==> src/common/fcd_consts.svh <==
// Port offsets, field positions, reset values and cycle counts of the DMA channel block
`ifndef FCD_CONSTS_SVH
`define FCD_CONSTS_SVH

// ****************************************************************
// Port offsets within the controller's sixteen byte ports
// ****************************************************************
`define FCD_PORT_STATUS       4'h8
`define FCD_PORT_COMMAND      4'h8
`define FCD_PORT_SOFT_REQ     4'h9
`define FCD_PORT_SINGLE_MASK  4'hA
`define FCD_PORT_MODE         4'hB
`define FCD_PORT_PTR_CLEAR    4'hC
`define FCD_PORT_MASTER_CLEAR 4'hD
`define FCD_PORT_SCRATCH      4'hD
`define FCD_PORT_MASK_CLEAR   4'hE
`define FCD_PORT_ALL_MASK     4'hF

// ****************************************************************
// Command register field positions
// ****************************************************************
`define FCD_CMD_MEM_COPY      0
`define FCD_CMD_ADDR_HOLD     1
`define FCD_CMD_DISABLE       2
`define FCD_CMD_SHORT_CYCLE   3
`define FCD_CMD_ROTATE        4
`define FCD_CMD_LATE_WRITE    5
`define FCD_CMD_DREQ_LOW      6
`define FCD_CMD_DACK_HIGH     7

// ****************************************************************
// Mask and mode port field positions
// ****************************************************************
`define FCD_MASK_VALUE_BIT    2
`define FCD_MODE_FIELD_LSB    2

// ****************************************************************
// Reset values
// ****************************************************************
`define FCD_RST_MASK          4'hF
`define FCD_RST_COMMAND       8'h00
`define FCD_RST_DACK_IDLE     4'hF

// ****************************************************************
// Clock cycles per transfer for normal and compressed timing
// ****************************************************************
`define FCD_CYC_NORMAL        2'h2
`define FCD_CYC_SHORT         2'h1

`endif

==> src/common/fcd_pkg.sv <==
// Types shared by the DMA channel block
package fcd_pkg;

	// ****************************************************************
	// Transfer kind, mode bits 7-6
	// ****************************************************************
	typedef enum logic [1:0] {
		FCD_KIND_DEMAND  = 2'h0,
		FCD_KIND_SINGLE  = 2'h1,
		FCD_KIND_BLOCK   = 2'h2,
		FCD_KIND_CASCADE = 2'h3
	} fcd_kind_e;

	// ****************************************************************
	// Operation kind, mode bits 3-2
	// ****************************************************************
	typedef enum logic [1:0] {
		FCD_OP_VERIFY = 2'h0,
		FCD_OP_WRITE  = 2'h1,
		FCD_OP_READ   = 2'h2,
		FCD_OP_RSVD   = 2'h3
	} fcd_op_e;

	// ****************************************************************
	// Engine states
	// ****************************************************************
	typedef enum logic [1:0] {
		FCD_ST_IDLE,
		FCD_ST_XFER
	} fcd_state_e;

	// Stored mode bits 7-2 of one channel
	typedef logic [5:0] fcd_mode_t;

endpackage

==> src/verilog/fcd_chan.sv <==
// One DMA channel: base and current address and count, and its stored mode
`include "fcd_consts.svh"

module fcd_chan (
	input  wire logic              clk_sys,
	input  wire logic              rst_n,
	input  wire logic              ce,
	input  wire logic              wr_addr,
	input  wire logic              wr_count,
	input  wire logic              byte_hi,
	input  wire logic [7:0]        wdata,
	input  wire logic              mode_wr,
	input  wire fcd_pkg::fcd_mode_t mode_data,
	input  wire logic              step,
	input  wire logic              hold,
	output logic [15:0]            cur_addr,
	output logic [15:0]            cur_count,
	output fcd_pkg::fcd_mode_t     mode,
	output logic                   last
);

	logic [15:0]        base_addr_ff, nxt_base_addr;
	logic [15:0]        base_cnt_ff, nxt_base_cnt;
	logic [15:0]        addr_ff, nxt_addr;
	logic [15:0]        cnt_ff, nxt_cnt;
	fcd_pkg::fcd_mode_t mode_ff, nxt_mode;
	logic               dec;
	logic               auto_reload;

	assign dec         = mode_ff[3];
	assign auto_reload = mode_ff[2];
	assign cur_addr    = addr_ff;
	assign cur_count   = cnt_ff;
	assign mode        = mode_ff;
	// Count runs N+1 transfers, so the last one is taken at zero
	assign last        = (cnt_ff == 16'h0000);

	// ****************************************************************
	// Byte loads, per-transfer stepping and reload at the run's end
	// ****************************************************************
	always_comb begin
		nxt_base_addr = base_addr_ff;
		nxt_base_cnt  = base_cnt_ff;
		nxt_addr      = addr_ff;
		nxt_cnt       = cnt_ff;
		nxt_mode      = mode_ff;
		if (mode_wr) begin
			nxt_mode = mode_data;
		end
		if (step) begin
			if (last && auto_reload) begin
				nxt_addr = base_addr_ff;
				nxt_cnt  = base_cnt_ff;
			end else begin
				nxt_cnt = cnt_ff - 16'h0001;
				if (!hold) begin
					nxt_addr = dec ? addr_ff - 16'h0001 : addr_ff + 16'h0001;
				end
			end
		end
		// Software load wins over a step in the same cycle
		if (wr_addr) begin
			if (byte_hi) begin
				nxt_base_addr[15:8] = wdata;
				nxt_addr[15:8]      = wdata;
			end else begin
				nxt_base_addr[7:0] = wdata;
				nxt_addr[7:0]      = wdata;
			end
		end
		if (wr_count) begin
			if (byte_hi) begin
				nxt_base_cnt[15:8] = wdata;
				nxt_cnt[15:8]      = wdata;
			end else begin
				nxt_base_cnt[7:0] = wdata;
				nxt_cnt[7:0]      = wdata;
			end
		end
	end

	// Channel registers; held while the clock enable is low
	always_ff @(posedge clk_sys or negedge rst_n) begin
		if (!rst_n) begin
			base_addr_ff <= 16'h0000;
			base_cnt_ff  <= 16'h0000;
			addr_ff      <= 16'h0000;
			cnt_ff       <= 16'h0000;
			mode_ff      <= 6'h00;
		end else if (ce) begin
			base_addr_ff <= nxt_base_addr;
			base_cnt_ff  <= nxt_base_cnt;
			addr_ff      <= nxt_addr;
			cnt_ff       <= nxt_cnt;
			mode_ff      <= nxt_mode;
		end
	end
endmodule

==> src/verilog/fcd_top.sv <==
// Four-channel DMA controller: byte ports, masks, modes, status and transfer engine
`include "fcd_consts.svh"

module fcd_top (
	input  wire logic        clk_sys,
	input  wire logic        rst_n,
	input  wire logic        ce,
	input  wire logic [3:0]  io_addr,
	input  wire logic [7:0]  io_wdata,
	input  wire logic        io_wr,
	input  wire logic        io_rd,
	input  wire logic [3:0]  dreq,
	input  wire logic [9:0]  page_ch0,
	input  wire logic [9:0]  page_ch1,
	input  wire logic [9:0]  page_ch2,
	input  wire logic [9:0]  page_ch3,
	output logic [7:0]       io_rdata,
	output logic [3:0]       dack,
	output logic [25:0]      mem_addr,
	output logic             mem_rd,
	output logic             mem_wr,
	output logic             io_rd_cmd,
	output logic             io_wr_cmd,
	output logic             tc_out,
	output logic             short_cycle_timing
);

	// ****************************************************************
	// Declarations
	// ****************************************************************
	logic [7:0]           cmd_ff, nxt_cmd;
	logic [3:0]           mask_ff, nxt_mask;
	logic [3:0]           sreq_ff, nxt_sreq;
	logic [3:0]           tc_ff, nxt_tc;
	logic [7:0]           scratch_ff, nxt_scratch;
	logic                 ptr_ff, nxt_ptr;
	logic [7:0]           rdata_ff, nxt_rdata;
	fcd_pkg::fcd_state_e  state_ff, nxt_state;
	logic [1:0]           chan_ff, nxt_chan;
	logic [1:0]           wait_ff, nxt_wait;
	logic [3:0]           dack_ff, nxt_dack;
	logic [25:0]          maddr_ff, nxt_maddr;
	logic                 mrd_ff, nxt_mrd;
	logic                 mwr_ff, nxt_mwr;
	logic                 iord_ff, nxt_iord;
	logic                 iowr_ff, nxt_iowr;
	logic                 tco_ff, nxt_tco;
	logic                 short_ff, nxt_short;

	logic [15:0]          cur_addr_v [4];
	logic [15:0]          cur_cnt_v  [4];
	fcd_pkg::fcd_mode_t   mode_v     [4];
	logic [9:0]           page_v     [4];
	logic [3:0]           last_v;
	logic [3:0]           step_v;
	logic [3:0]           tc_set;
	logic [3:0]           req_v;
	logic [3:0]           cand;
	logic                 do_step;
	logic                 rd_status;
	logic                 ch_access;
	fcd_pkg::fcd_kind_e   kind;
	fcd_pkg::fcd_op_e     op;

	// ****************************************************************
	// Helpers
	// ****************************************************************
	// One-hot channel select, used for terminal count flags, steps and grants
	function automatic logic [3:0] chan_hot(input logic [1:0] sel);
		chan_hot = 4'h1 << sel;
	endfunction

	// Fixed priority, channel 0 highest
	function automatic logic [1:0] pick(input logic [3:0] c);
		pick = c[0] ? 2'h0 : c[1] ? 2'h1 : c[2] ? 2'h2 : 2'h3;
	endfunction

	// Polarity bit 6 exists for compatibility; the system expects it at zero
	assign req_v     = (dreq ^ {4{cmd_ff[`FCD_CMD_DREQ_LOW]}}) | sreq_ff;
	assign cand      = req_v & ~mask_ff;
	assign rd_status = io_rd && (io_addr == `FCD_PORT_STATUS);
	assign ch_access = (io_rd || io_wr) && !io_addr[3];
	assign kind      = fcd_pkg::fcd_kind_e'(mode_v[chan_ff][5:4]);
	assign op        = fcd_pkg::fcd_op_e'(mode_v[chan_ff][1:0]);
	assign page_v[0] = page_ch0;
	assign page_v[1] = page_ch1;
	assign page_v[2] = page_ch2;
	assign page_v[3] = page_ch3;

	// ****************************************************************
	// Channels
	// ****************************************************************
	for (genvar i = 0; i < 4; i++) begin : g_chan
		fcd_chan u_chan (
			.clk_sys   (clk_sys),
			.rst_n     (rst_n),
			.ce        (ce),
			.wr_addr   (io_wr && io_addr == {1'b0, 2'(i), 1'b0}),
			.wr_count  (io_wr && io_addr == {1'b0, 2'(i), 1'b1}),
			.byte_hi   (ptr_ff),
			.wdata     (io_wdata),
			.mode_wr   (io_wr && io_addr == `FCD_PORT_MODE && io_wdata[1:0] == 2'(i)),
			.mode_data (io_wdata[7:`FCD_MODE_FIELD_LSB]),
			.step      (step_v[i]),
			// Only channel 0 may hold, and only in memory copy mode
			.hold      ((i == 0) && cmd_ff[`FCD_CMD_MEM_COPY] && cmd_ff[`FCD_CMD_ADDR_HOLD]),
			.cur_addr  (cur_addr_v[i]),
			.cur_count (cur_cnt_v[i]),
			.mode      (mode_v[i]),
			.last      (last_v[i])
		);
	end

	// ****************************************************************
	// Transfer engine
	// ****************************************************************
	// Cascade channels only pass the grant through and never step
	always_comb begin
		nxt_state = state_ff;
		nxt_chan  = chan_ff;
		nxt_wait  = wait_ff;
		do_step   = 1'b0;
		tc_set    = 4'h0;
		case (state_ff)
			fcd_pkg::FCD_ST_IDLE: begin
				// A reloaded channel restarts here with no software action
				if (!cmd_ff[`FCD_CMD_DISABLE] && |cand) begin
					nxt_state = fcd_pkg::FCD_ST_XFER;
					nxt_chan  = pick(cand);
					nxt_wait  = cmd_ff[`FCD_CMD_SHORT_CYCLE] ? `FCD_CYC_SHORT - 2'h1
						: `FCD_CYC_NORMAL - 2'h1;
				end
			end
			fcd_pkg::FCD_ST_XFER: begin
				if (kind == fcd_pkg::FCD_KIND_CASCADE) begin
					if (!req_v[chan_ff]) begin
						nxt_state = fcd_pkg::FCD_ST_IDLE;
					end
				end else if (wait_ff != 2'h0) begin
					nxt_wait = wait_ff - 2'h1;
				end else begin
					do_step  = 1'b1;
					nxt_wait = cmd_ff[`FCD_CMD_SHORT_CYCLE] ? `FCD_CYC_SHORT - 2'h1
						: `FCD_CYC_NORMAL - 2'h1;
					if (last_v[chan_ff]) begin
						tc_set    = chan_hot(chan_ff);
						nxt_state = fcd_pkg::FCD_ST_IDLE;
					end else if (kind == fcd_pkg::FCD_KIND_SINGLE) begin
						nxt_state = fcd_pkg::FCD_ST_IDLE;
					end else if (kind == fcd_pkg::FCD_KIND_DEMAND && !req_v[chan_ff]) begin
						nxt_state = fcd_pkg::FCD_ST_IDLE;
					end
				end
			end
			default: begin
				nxt_state = fcd_pkg::FCD_ST_IDLE;
			end
		endcase
		// Master clear aborts any run in progress
		if (io_wr && io_addr == `FCD_PORT_MASTER_CLEAR) begin
			nxt_state = fcd_pkg::FCD_ST_IDLE;
		end
	end

	assign step_v = do_step ? chan_hot(chan_ff) : 4'h0;

	// ****************************************************************
	// Bus strobes, registered one cycle behind the engine state
	// ****************************************************************
	always_comb begin
		nxt_dack  = 4'h0;
		nxt_maddr = maddr_ff;
		nxt_mrd   = 1'b0;
		nxt_mwr   = 1'b0;
		nxt_iord  = 1'b0;
		nxt_iowr  = 1'b0;
		nxt_tco   = do_step && last_v[chan_ff];
		nxt_short = cmd_ff[`FCD_CMD_SHORT_CYCLE];
		if (state_ff == fcd_pkg::FCD_ST_XFER) begin
			nxt_dack = chan_hot(chan_ff);
			if (kind != fcd_pkg::FCD_KIND_CASCADE) begin
				nxt_maddr = {page_v[chan_ff], cur_addr_v[chan_ff]};
				// Verify and the reserved code sequence normally but strobe nothing
				nxt_mwr  = (op == fcd_pkg::FCD_OP_WRITE);
				nxt_iord = (op == fcd_pkg::FCD_OP_WRITE);
				nxt_mrd  = (op == fcd_pkg::FCD_OP_READ);
				nxt_iowr = (op == fcd_pkg::FCD_OP_READ);
			end
		end
		nxt_dack = nxt_dack ^ {4{!cmd_ff[`FCD_CMD_DACK_HIGH]}};
	end

	// ****************************************************************
	// Port decode, masks, status and read data
	// ****************************************************************
	always_comb begin
		nxt_cmd     = cmd_ff;
		nxt_mask    = mask_ff;
		nxt_sreq    = sreq_ff;
		nxt_scratch = scratch_ff;
		nxt_ptr     = ptr_ff;
		nxt_rdata   = rdata_ff;
		if (ch_access) begin
			nxt_ptr = !ptr_ff;
		end
		if (io_rd) begin
			case (io_addr)
				`FCD_PORT_STATUS:  nxt_rdata = {req_v, tc_ff};
				`FCD_PORT_SCRATCH: nxt_rdata = scratch_ff;
				4'h0, 4'h2, 4'h4, 4'h6: begin
					nxt_rdata = ptr_ff ? cur_addr_v[io_addr[2:1]][15:8]
						: cur_addr_v[io_addr[2:1]][7:0];
				end
				4'h1, 4'h3, 4'h5, 4'h7: begin
					nxt_rdata = ptr_ff ? cur_cnt_v[io_addr[2:1]][15:8]
						: cur_cnt_v[io_addr[2:1]][7:0];
				end
				default: nxt_rdata = 8'h00;
			endcase
		end
		if (io_wr) begin
			case (io_addr)
				`FCD_PORT_COMMAND: nxt_cmd = io_wdata;
				`FCD_PORT_SOFT_REQ: begin
					nxt_sreq[io_wdata[1:0]] = io_wdata[`FCD_MASK_VALUE_BIT];
				end
				`FCD_PORT_SINGLE_MASK: begin
					nxt_mask[io_wdata[1:0]] = io_wdata[`FCD_MASK_VALUE_BIT];
				end
				`FCD_PORT_PTR_CLEAR: nxt_ptr = 1'b0;
				`FCD_PORT_MASTER_CLEAR: begin
					nxt_cmd     = `FCD_RST_COMMAND;
					nxt_mask    = `FCD_RST_MASK;
					nxt_sreq    = 4'h0;
					nxt_scratch = 8'h00;
					nxt_ptr     = 1'b0;
				end
				`FCD_PORT_MASK_CLEAR: nxt_mask = 4'h0;
				`FCD_PORT_ALL_MASK:   nxt_mask = io_wdata[3:0];
				default: begin
				end
			endcase
		end
		// A finished run without reload masks itself; the hardware set wins
		for (int k = 0; k < 4; k++) begin
			if (tc_set[k] && !mode_v[k][2]) begin
				nxt_mask[k] = 1'b1;
			end
		end
		nxt_sreq = nxt_sreq & ~tc_set;
		// Status read clears counts, but a count reached now survives
		nxt_tc = (rd_status ? 4'h0 : tc_ff) | tc_set;
		if (io_wr && io_addr == `FCD_PORT_MASTER_CLEAR) begin
			nxt_tc = 4'h0;
		end
	end

	// All state, frozen while the clock enable is low
	always_ff @(posedge clk_sys or negedge rst_n) begin
		if (!rst_n) begin
			cmd_ff     <= `FCD_RST_COMMAND;
			mask_ff    <= `FCD_RST_MASK;
			sreq_ff    <= 4'h0;
			tc_ff      <= 4'h0;
			scratch_ff <= 8'h00;
			ptr_ff     <= 1'b0;
			rdata_ff   <= 8'h00;
			state_ff   <= fcd_pkg::FCD_ST_IDLE;
			chan_ff    <= 2'h0;
			wait_ff    <= 2'h0;
			dack_ff    <= `FCD_RST_DACK_IDLE;
			maddr_ff   <= 26'h0000000;
			mrd_ff     <= 1'b0;
			mwr_ff     <= 1'b0;
			iord_ff    <= 1'b0;
			iowr_ff    <= 1'b0;
			tco_ff     <= 1'b0;
			short_ff   <= 1'b0;
		end else if (ce) begin
			cmd_ff     <= nxt_cmd;
			mask_ff    <= nxt_mask;
			sreq_ff    <= nxt_sreq;
			tc_ff      <= nxt_tc;
			scratch_ff <= nxt_scratch;
			ptr_ff     <= nxt_ptr;
			rdata_ff   <= nxt_rdata;
			state_ff   <= nxt_state;
			chan_ff    <= nxt_chan;
			wait_ff    <= nxt_wait;
			dack_ff    <= nxt_dack;
			maddr_ff   <= nxt_maddr;
			mrd_ff     <= nxt_mrd;
			mwr_ff     <= nxt_mwr;
			iord_ff    <= nxt_iord;
			iowr_ff    <= nxt_iowr;
			tco_ff     <= nxt_tco;
			short_ff   <= nxt_short;
		end
	end

	assign io_rdata           = rdata_ff;
	assign dack               = dack_ff;
	assign mem_addr           = maddr_ff;
	assign mem_rd             = mrd_ff;
	assign mem_wr             = mwr_ff;
	assign io_rd_cmd          = iord_ff;
	assign io_wr_cmd          = iowr_ff;
	assign tc_out             = tco_ff;
	assign short_cycle_timing = short_ff;
endmodule

==> config.mk <==
export PLATFORM = sky130hd
export DESIGN_NAME = fcd_top
export DESIGN_NICKNAME = d
export VERILOG_FILES = /design/src/common/fcd_pkg.sv /design/src/verilog/fcd_chan.sv /design/src/verilog/fcd_top.sv
export VERILOG_INCLUDE_DIRS = /design/src /design/src/common
export SDC_FILE = /design/constraint.sdc
export NUM_CORES = 1
export LEC_CHECK = 0
export BUFFER_PORTS_ARGS = -buffer_cell sky130_fd_sc_hd__buf_4
export CORE_MARGIN = 1
export CORE_UTILIZATION = 35
export CTS_CLUSTER_SIZE = 16
export DETAILED_ROUTE_END_ITERATION = 16
export GPL_ROUTABILITY_DRIVEN = 0
export PLACE_DENSITY = 0.56
export SYNTH_ARGS = -nofsm -noshare
export SYNTH_HDL_FRONTEND = slang
export SYNTH_SLANG_ARGS = --single-unit
==> constraint.sdc <==
create_clock -name clk_sys -period 3.5 [get_ports clk_sys]
set_input_delay 0.175 -clock clk_sys [delete_from_list [all_inputs] [get_ports clk_sys]]
set_output_delay 0.175 -clock clk_sys [all_outputs]
set_load 0.01 [all_outputs]
==> results of run 1 <==
[cell usage after synthesis, drive strengths merged (5+ instances only)]
master	count
a21o	16
o31ai	16
nand3b	6
nor4	16
mux2	111
o2111ai	5
a21oi	230
a22oi	8
xnor2	30
nor3b	6
mux4	66
a31oi	20
o21bai	8
or3	14
nor2	219
and2	11
o21ai	245
o221ai	16
clkbuf	103
a211oi	28
o22ai	58
a22o	12
nor3	48
o21a	11
buf	56
nand4	17
nand3	53
dfstp	8
or2	7
ha	64
nand2	352
nor2b	12
and3	11
dfrtp	338
inv	62
xor2	36
o211ai	17
or4	10
a221oi	7
mux2i	11
nand2b	14
[flip-flops by register name (all words and copies together), names as in the netlist, 2 cells and up]
name	count
mem_addr	26
mask_ff	4
chan_ff	2
g_chan.u_chan.base_cnt_ff	64
sreq_ff	4
g_chan.u_chan.mode	24
tc_ff	4
g_chan.u_chan.base_addr_ff	64
io_rdata	8
cmd_ff	6
g_chan.u_chan.cur_addr	64
wait_ff	2
dack	4
g_chan.u_chan.cur_count	64
[per-layer routing]
metal	track usage	vias to the layer above	routed length, µm
met3	0.0390	176	6510
li1	-	8998	-
met2	0.392	946	36100
met5	0	-	35
met4	0.0959	6	3080
met1	0.328	9929	32700
[final cells by class]
| class | instances | share of cell area |
|---|---|---|
| well taps | 837 | 0.0417 |
| clock buffers | 56 | 0.0467 |
| flip-flops and latches | 346 | 0.345 |
| repair buffers | 173 | 0.0554 |
| inverters | 62 | 0.00926 |
| multi-input cells | 1868 | 0.493 |
| clock inverters | 17 | 0.00866 |
[logic make-up after synthesis]
| group | after synthesis | synth area share |
|---|---|---|
| mux | 188 | 0.129 |
| xor+xnor | 66 | 0.0262 |
| flops | 346 | 0.393 |
| buf+inv | 221 | 0.0441 |
| simple gates | 805 | 0.166 |
| compound gates | 741 | 0.201 |
| fa+ha+maj | 68 | 0.0400 |
[per-stage QoR]
step	util	instances	instance area, µm²
final	0.406	3359	25100
after global routing	0.406	3359	25100
after CTS	0.406	3359	25100
after detailed placement	0.383	3283	23700
after global placement	0.383	3283	23700
after floorplan	-	2435	22000
[timing repair]
action	4_1_cts	5_1_grt
resized for setup	0	0
endpoints found under the hold margin	64	0
hold buffers	3	0
[power by group through the flow]
stage / clock [mW] / combinational (mW) / sequential [mW]
finish: 4.47 / 8.76 / 6.79
global route: 4.72 / 9.59 / 6.92
CTS: 4.57 / 8.65 / 6.77
detailed placement: 0 / 8.58 / 6.83
global placement: 0 / 8.40 / 6.78
floorplan: 0 / 6.36 / 6.13
[critical path, cell delays in order, from the launching register on]
cell,delay (ns)
dfrtp_1,0.73
ha_1,0.37
a211oi_1,0.33
o21ai_0,0.25
a311o_1,0.35
a211oi_1,0.34
o21bai_1,0.10
a21oi_1,0.18
mux2_2,0.36
nand2_1,0.07
[worst paths after layout]
check	slack, ns	cells past startpoint	end
min in group asynchronous	0.15	2	g_chan[0].u_chan.base_cnt_ff[2]$_DFFE_PN0P_
max	0.36	9	g_chan[2].u_chan.cur_addr[15]$_DFFE_PN0P_
min	0.07	3	mem_addr[20]$_DFFE_PN0P_
max in group asynchronous	2.42	3	g_chan[1].u_chan.base_addr_ff[11]$_DFFE_PN0P_
min reg2reg	0.47	2	g_chan[0].u_chan.base_addr_ff[14]$_DFFE_PN0P_
max reg2reg	0.36	9	g_chan[2].u_chan.cur_addr[15]$_DFFE_PN0P_
==> metrics.yaml, run 1 <==
yosysUniqueCellTypes: 93
layout_commonest_cell: "nand2_1"
cts_tree: "done"
pre_cts_ws_ns: 0.427
synth_ff_type: "dfrtp_1"
finalPower_mw: 20.0
setup_slack_ns: 0.355
dp_hpwl_mm: 54.6
synth_seq_area_share: 0.393
avgSynthCellArea_um2: 9.05
core_um2: 61900
drtAntennaViolNets: 0
grt_use_total: 0.244
crit_path_end_kind: "flop"
seq_power_share: 0.339
slew_violations: 0
grt_overflow: 0
h-tree-depth: 2
hold_path.class: "in -> reg"
grt_pass1_wl_mm: 119
synth_nets: 2564
fin_crit_sh: 0.899
postCtsSetupBuffers: 0
status: "complete, no violations"
drtIter0Drc: 2163
p_per_area_nw_per_um2: 797
hold_start: "page_ch0[4]"
yosysTopAreaCell: "dfrtp_1"
asyncSetResetFlopFracSynth: 1.00
vias: 20100
crit_type: "reg -> reg"
syn_to_final_growth_pct: 14.0
fp.dieW_um: 253
required_ns: 4.00
cts_num_sinks: 346
seq_area_um2: 8670
hold_violations: 0
synth_edf_count: 0
multi_input_area_um2: 12400
ioPinCount: 105
num_rows: 91
setup_viol: 0
grt_pass1_vias: 19100
drive_gt1_frac: 0.183
startpoint: "g_chan[2].u_chan.mode[3]$_DFFE_PN0P_"
grt_max_degree: 81
syn_area_um2: 22000
slew_headroom: 0.292
switching_share: 0.405
nFillCells: 6235
initial_utilization: 0.356
cts-root-buf: "clkbuf_16"
antenna_found_initial: 5
diodes: 0
period_minus_slack_ns: 3.14
clockBufferDepth: 3
die_h_um: 253
cp_max_fo: 16
final_cell_mix: "nand2_1, dfrtp_1, o21ai_0"
p_int_mw: 11.9
wl_per_cell_um: 23.3
vias_per_cell: 5.97
synthTopCellsByArea: "dfrtp_1, mux4_2, nand2_1"
cap_violations: 0
timing.rr.start: "g_chan[2].u_chan.mode[3]$_DFFE_PN0P_"
synth_top_area_frac: 0.384
finClkSkew_ns: 0.0113
crit_arrival_ns: 3.64
combPwrFrac: 0.437
route.detailed.drc: 0
clkTransAtPathRegs_ns: 0.06
crit_path_start_kind: "flop"
setup_tns_ns: 0
nets: 2621
yosysWarnings: 0
rsz0062_at_grt: "no"
clkLatencyLatePin_ns: 0.57
power.leakage_nw: 10.6
clkPwrFrac: 0.223
fmax_mhz: 318
dr.pass1.iters: 8
synth.ff_latch_count: 346
whs_ns: 0.0681
wl_mm: 78.4
die-area_um2: 64000
switchingPower_mw: 8.11
cts_inserted_buffers: 41
synthCells: 2435
port-buffer-count: 104
ir_drop_uv: 357
tightestPinTransition_ns: 1.05
No activity file was read; power rests on OpenSTA's default activity.
==> run 2, diff against run 1 <==
- CELL_PAD_IN_SITES_DETAIL_PLACEMENT: not set -> 1
- CELL_PAD_IN_SITES_GLOBAL_PLACEMENT: not set -> 2
- PLACE_DENSITY: 0.56 -> 0.79
==> run 2 against run 1 <==
Net effect: total power is 5.1% higher; combinational power is 5.3% higher; count of clock-buffer cells in the layout is 1 higher; die area stayed put; hold slack worse by 0.032 ns; maximum frequency is 1.6% higher; global-route usage is 3.4 points higher; cell count is 0.33% higher.
==> metrics.yaml, run 2 (same netlist as run 1, synthesis figures left out) <==
dr.pass1.iters: 5  # was 8
required_ns: 4.01  # was 4.00 ns
syn_to_final_growth_pct: 14.8  # was 14.0%
cts-root-buf: "clkbuf_16"  # unchanged
status: "complete, no violations"  # unchanged
cap_violations: 0  # unchanged
nets: 2630  # was 2621
crit_path_start_kind: "flop"  # unchanged
wl_per_cell_um: 26.0  # was 23.3 µm
slew_violations: 0  # unchanged
drtIter0Drc: 1711  # was 2163
critPathMaxStageDelay_ns: 0.75  # was 0.73 ns
finalPower_mw: 21.0  # was 20.0 mW
vias: 20300  # was 20100
final_area_um2: 25300  # was 25100 µm²
num_rows: 91  # unchanged
port-buffer-count: 104  # unchanged
period_minus_slack_ns: 3.09  # was 3.14 ns
setup_viol: 0  # unchanged
hold_path.class: "in -> reg"  # unchanged
hold_start: "ce"  # was page_ch0[4]
ir_drop_uv: 453  # was 357 µV
tightestPinTransition_ns: 1.05  # about the same
rsz0062_at_grt: "no"  # unchanged
fp.dieW_um: 253  # unchanged
fin_util: 0.408  # was 0.406
crit_type: "reg -> reg"  # unchanged
antenna_found_initial: 5  # unchanged
grt_use_total: 0.278  # was 0.244
hold_violations: 0  # unchanged
cts_inserted_buffers: 43  # was 41
power.leakage_nw: 10.7  # was 10.6 nW
die_h_um: 253  # unchanged
drtAntennaViolNets: 0  # unchanged
grt_max_degree: 90  # was 81
cp_max_fo: 16  # unchanged
postCtsSetupBuffers: 0  # unchanged
fin_crit_sh: 0.884  # was 0.899
h-tree-depth: 2  # unchanged
wl_mm: 87.8  # was 78.4 mm
crit_arrival_ns: 3.61  # was 3.64 ns
cts_num_sinks: 346  # unchanged
cp.buffers_inverters: 0  # unchanged
crit_path_end_kind: "flop"  # unchanged
layout_commonest_cell: "nand2_1"  # unchanged
ioPinCount: 105  # unchanged
route.detailed.drc: 0  # unchanged
clkLatencyLatePin_ns: 0.58  # was 0.57 ns
initial_utilization: 0.356  # unchanged
crit_slowest_cell: "dfrtp_1"  # unchanged
cts_resized: 0  # unchanged
final_cell_mix: "nand2_1, dfrtp_1, o21ai_0"  # unchanged
hold_buffers: 2  # was 3
place_area_um2: 23800  # was 23700 µm²
vias_per_cell: 6.03  # was 5.97
dp_hpwl_mm: 62.4  # was 54.6 mm
setup_tns_ns: 0  # unchanged
startpoint: "g_chan[2].u_chan.mode[3]$_DFFE_PN0P_"  # unchanged
timing.rr.start: "g_chan[2].u_chan.mode[3]$_DFFE_PN0P_"  # unchanged
cts_tree: "done"  # unchanged
slew_headroom: 0.293  # was 0.292
p_per_area_nw_per_um2: 832  # was 797 nW/µm²
grt_overflow: 0  # unchanged
critPathTopFamily: "compound AO/OA/AOI/OAI gates"  # unchanged
clockBufferDepth: 3  # unchanged
fmax_mhz: 323  # was 318 MHz
grt_pass1_wl_mm: 134  # was 119 mm
cpMostUsedCell: "a211oi_1"  # unchanged
clkTransAtPathRegs_ns: 0.06  # about the same
finClkSkew_ns: 0.0218  # was 0.0113 ns
drive_gt1_frac: 0.186  # was 0.183
die-area_um2: 64000  # unchanged
cp_cell_sequence: "ha_1 -> a211oi_1 -> o21ai_0 -> a311o_1 -> a211oi_1 -> o21bai_1 -> a21oi_1 -> mux2_2 -> nand2_1"  # unchanged
whs_ns: 0.0361  # was 0.0681 ns
core_um2: 61900  # unchanged
grt_pass1_vias: 20900  # was 19100
==> run 2: cell types whose count changed in the layout (fill, tap and decap cells not counted) <==
cell,before,now
clkbuf_8,9,6
buf_4,162,171
clkinv_2,9,7
clkbuf_16,41,43
inv_6,0,1
bufinv_16,5,9
diode_2,0,2
clkinvlp_4,3,1
clkbuf_1,6,8
dlygate4sd3_1,3,2
buf_12,6,5
==> run 2: area by class of cell <==
cell class | instances | area, µm²
fill | 7194 | 36600
multi-input combinational | 1868 | 12400
sequential | 346 | 8670
timing repair buffer | 180 | 1430
clock buffer | 57 | 1190
tap | 837 | 1050
clock inverter | 18 | 322
inverter | 62 | 233
antenna | 2 | 5.00
==> run 2: routing by layer <==
| metal | vias to the layer above | track usage | wire, µm |
|---|---|---|---|
| met2 | 714 | 0.432 | 39900 |
| met5 | - | 0 | 40 |
| met3 | 172 | 0.0485 | 5910 |
| met1 | 10400 | 0.381 | 38500 |
| met4 | 6 | 0.112 | 3430 |
| li1 | 8990 | - | - |
==> run 2: final timing paths <==
kind | slack (ns) | depth (start not counted) | to
max | 0.41 | 9 | g_chan[2].u_chan.cur_addr[15]$_DFFE_PN0P_
max in group asynchronous | 2.27 | 3 | g_chan[3].u_chan.base_cnt_ff[11]$_DFFE_PN0P_
min | 0.04 | 2 | g_chan[3].u_chan.cur_addr[7]$_DFFE_PN0P_
min in group asynchronous | 0.26 | 2 | g_chan[0].u_chan.base_cnt_ff[3]$_DFFE_PN0P_
min reg2reg | 0.48 | 2 | g_chan[0].u_chan.base_addr_ff[14]$_DFFE_PN0P_
max reg2reg | 0.41 | 9 | g_chan[2].u_chan.cur_addr[15]$_DFFE_PN0P_
==> run 2: where the power goes <==
part           internal (mW)  total (mW)  switching, mW
combinational           4.08        9.22           5.15
clock                   3.04        4.92           1.88
sequential              5.19        6.90           1.71
total                   12.3        21.0           8.74
==> run 2: worst register-to-register path, stage by stage (launching register included) <==
cell      delay [ns]
dfrtp_1         0.75
ha_1            0.37
a211oi_1        0.30
o21ai_0         0.22
a311o_1         0.33
a211oi_1        0.33
o21bai_1        0.10
a21oi_1         0.20
mux2_2          0.35
nand2_1         0.08
==> run 2: stage by stage <==
stage / std cells / worst slack (ns)
finish: 3370 / 0.405
CTS: 3368 / 0.404
global placement: 3291 / 0.476
global route: 3369 / 0.217
floorplan: 2435 / 0.781
detailed placement: 3291 / 0.425
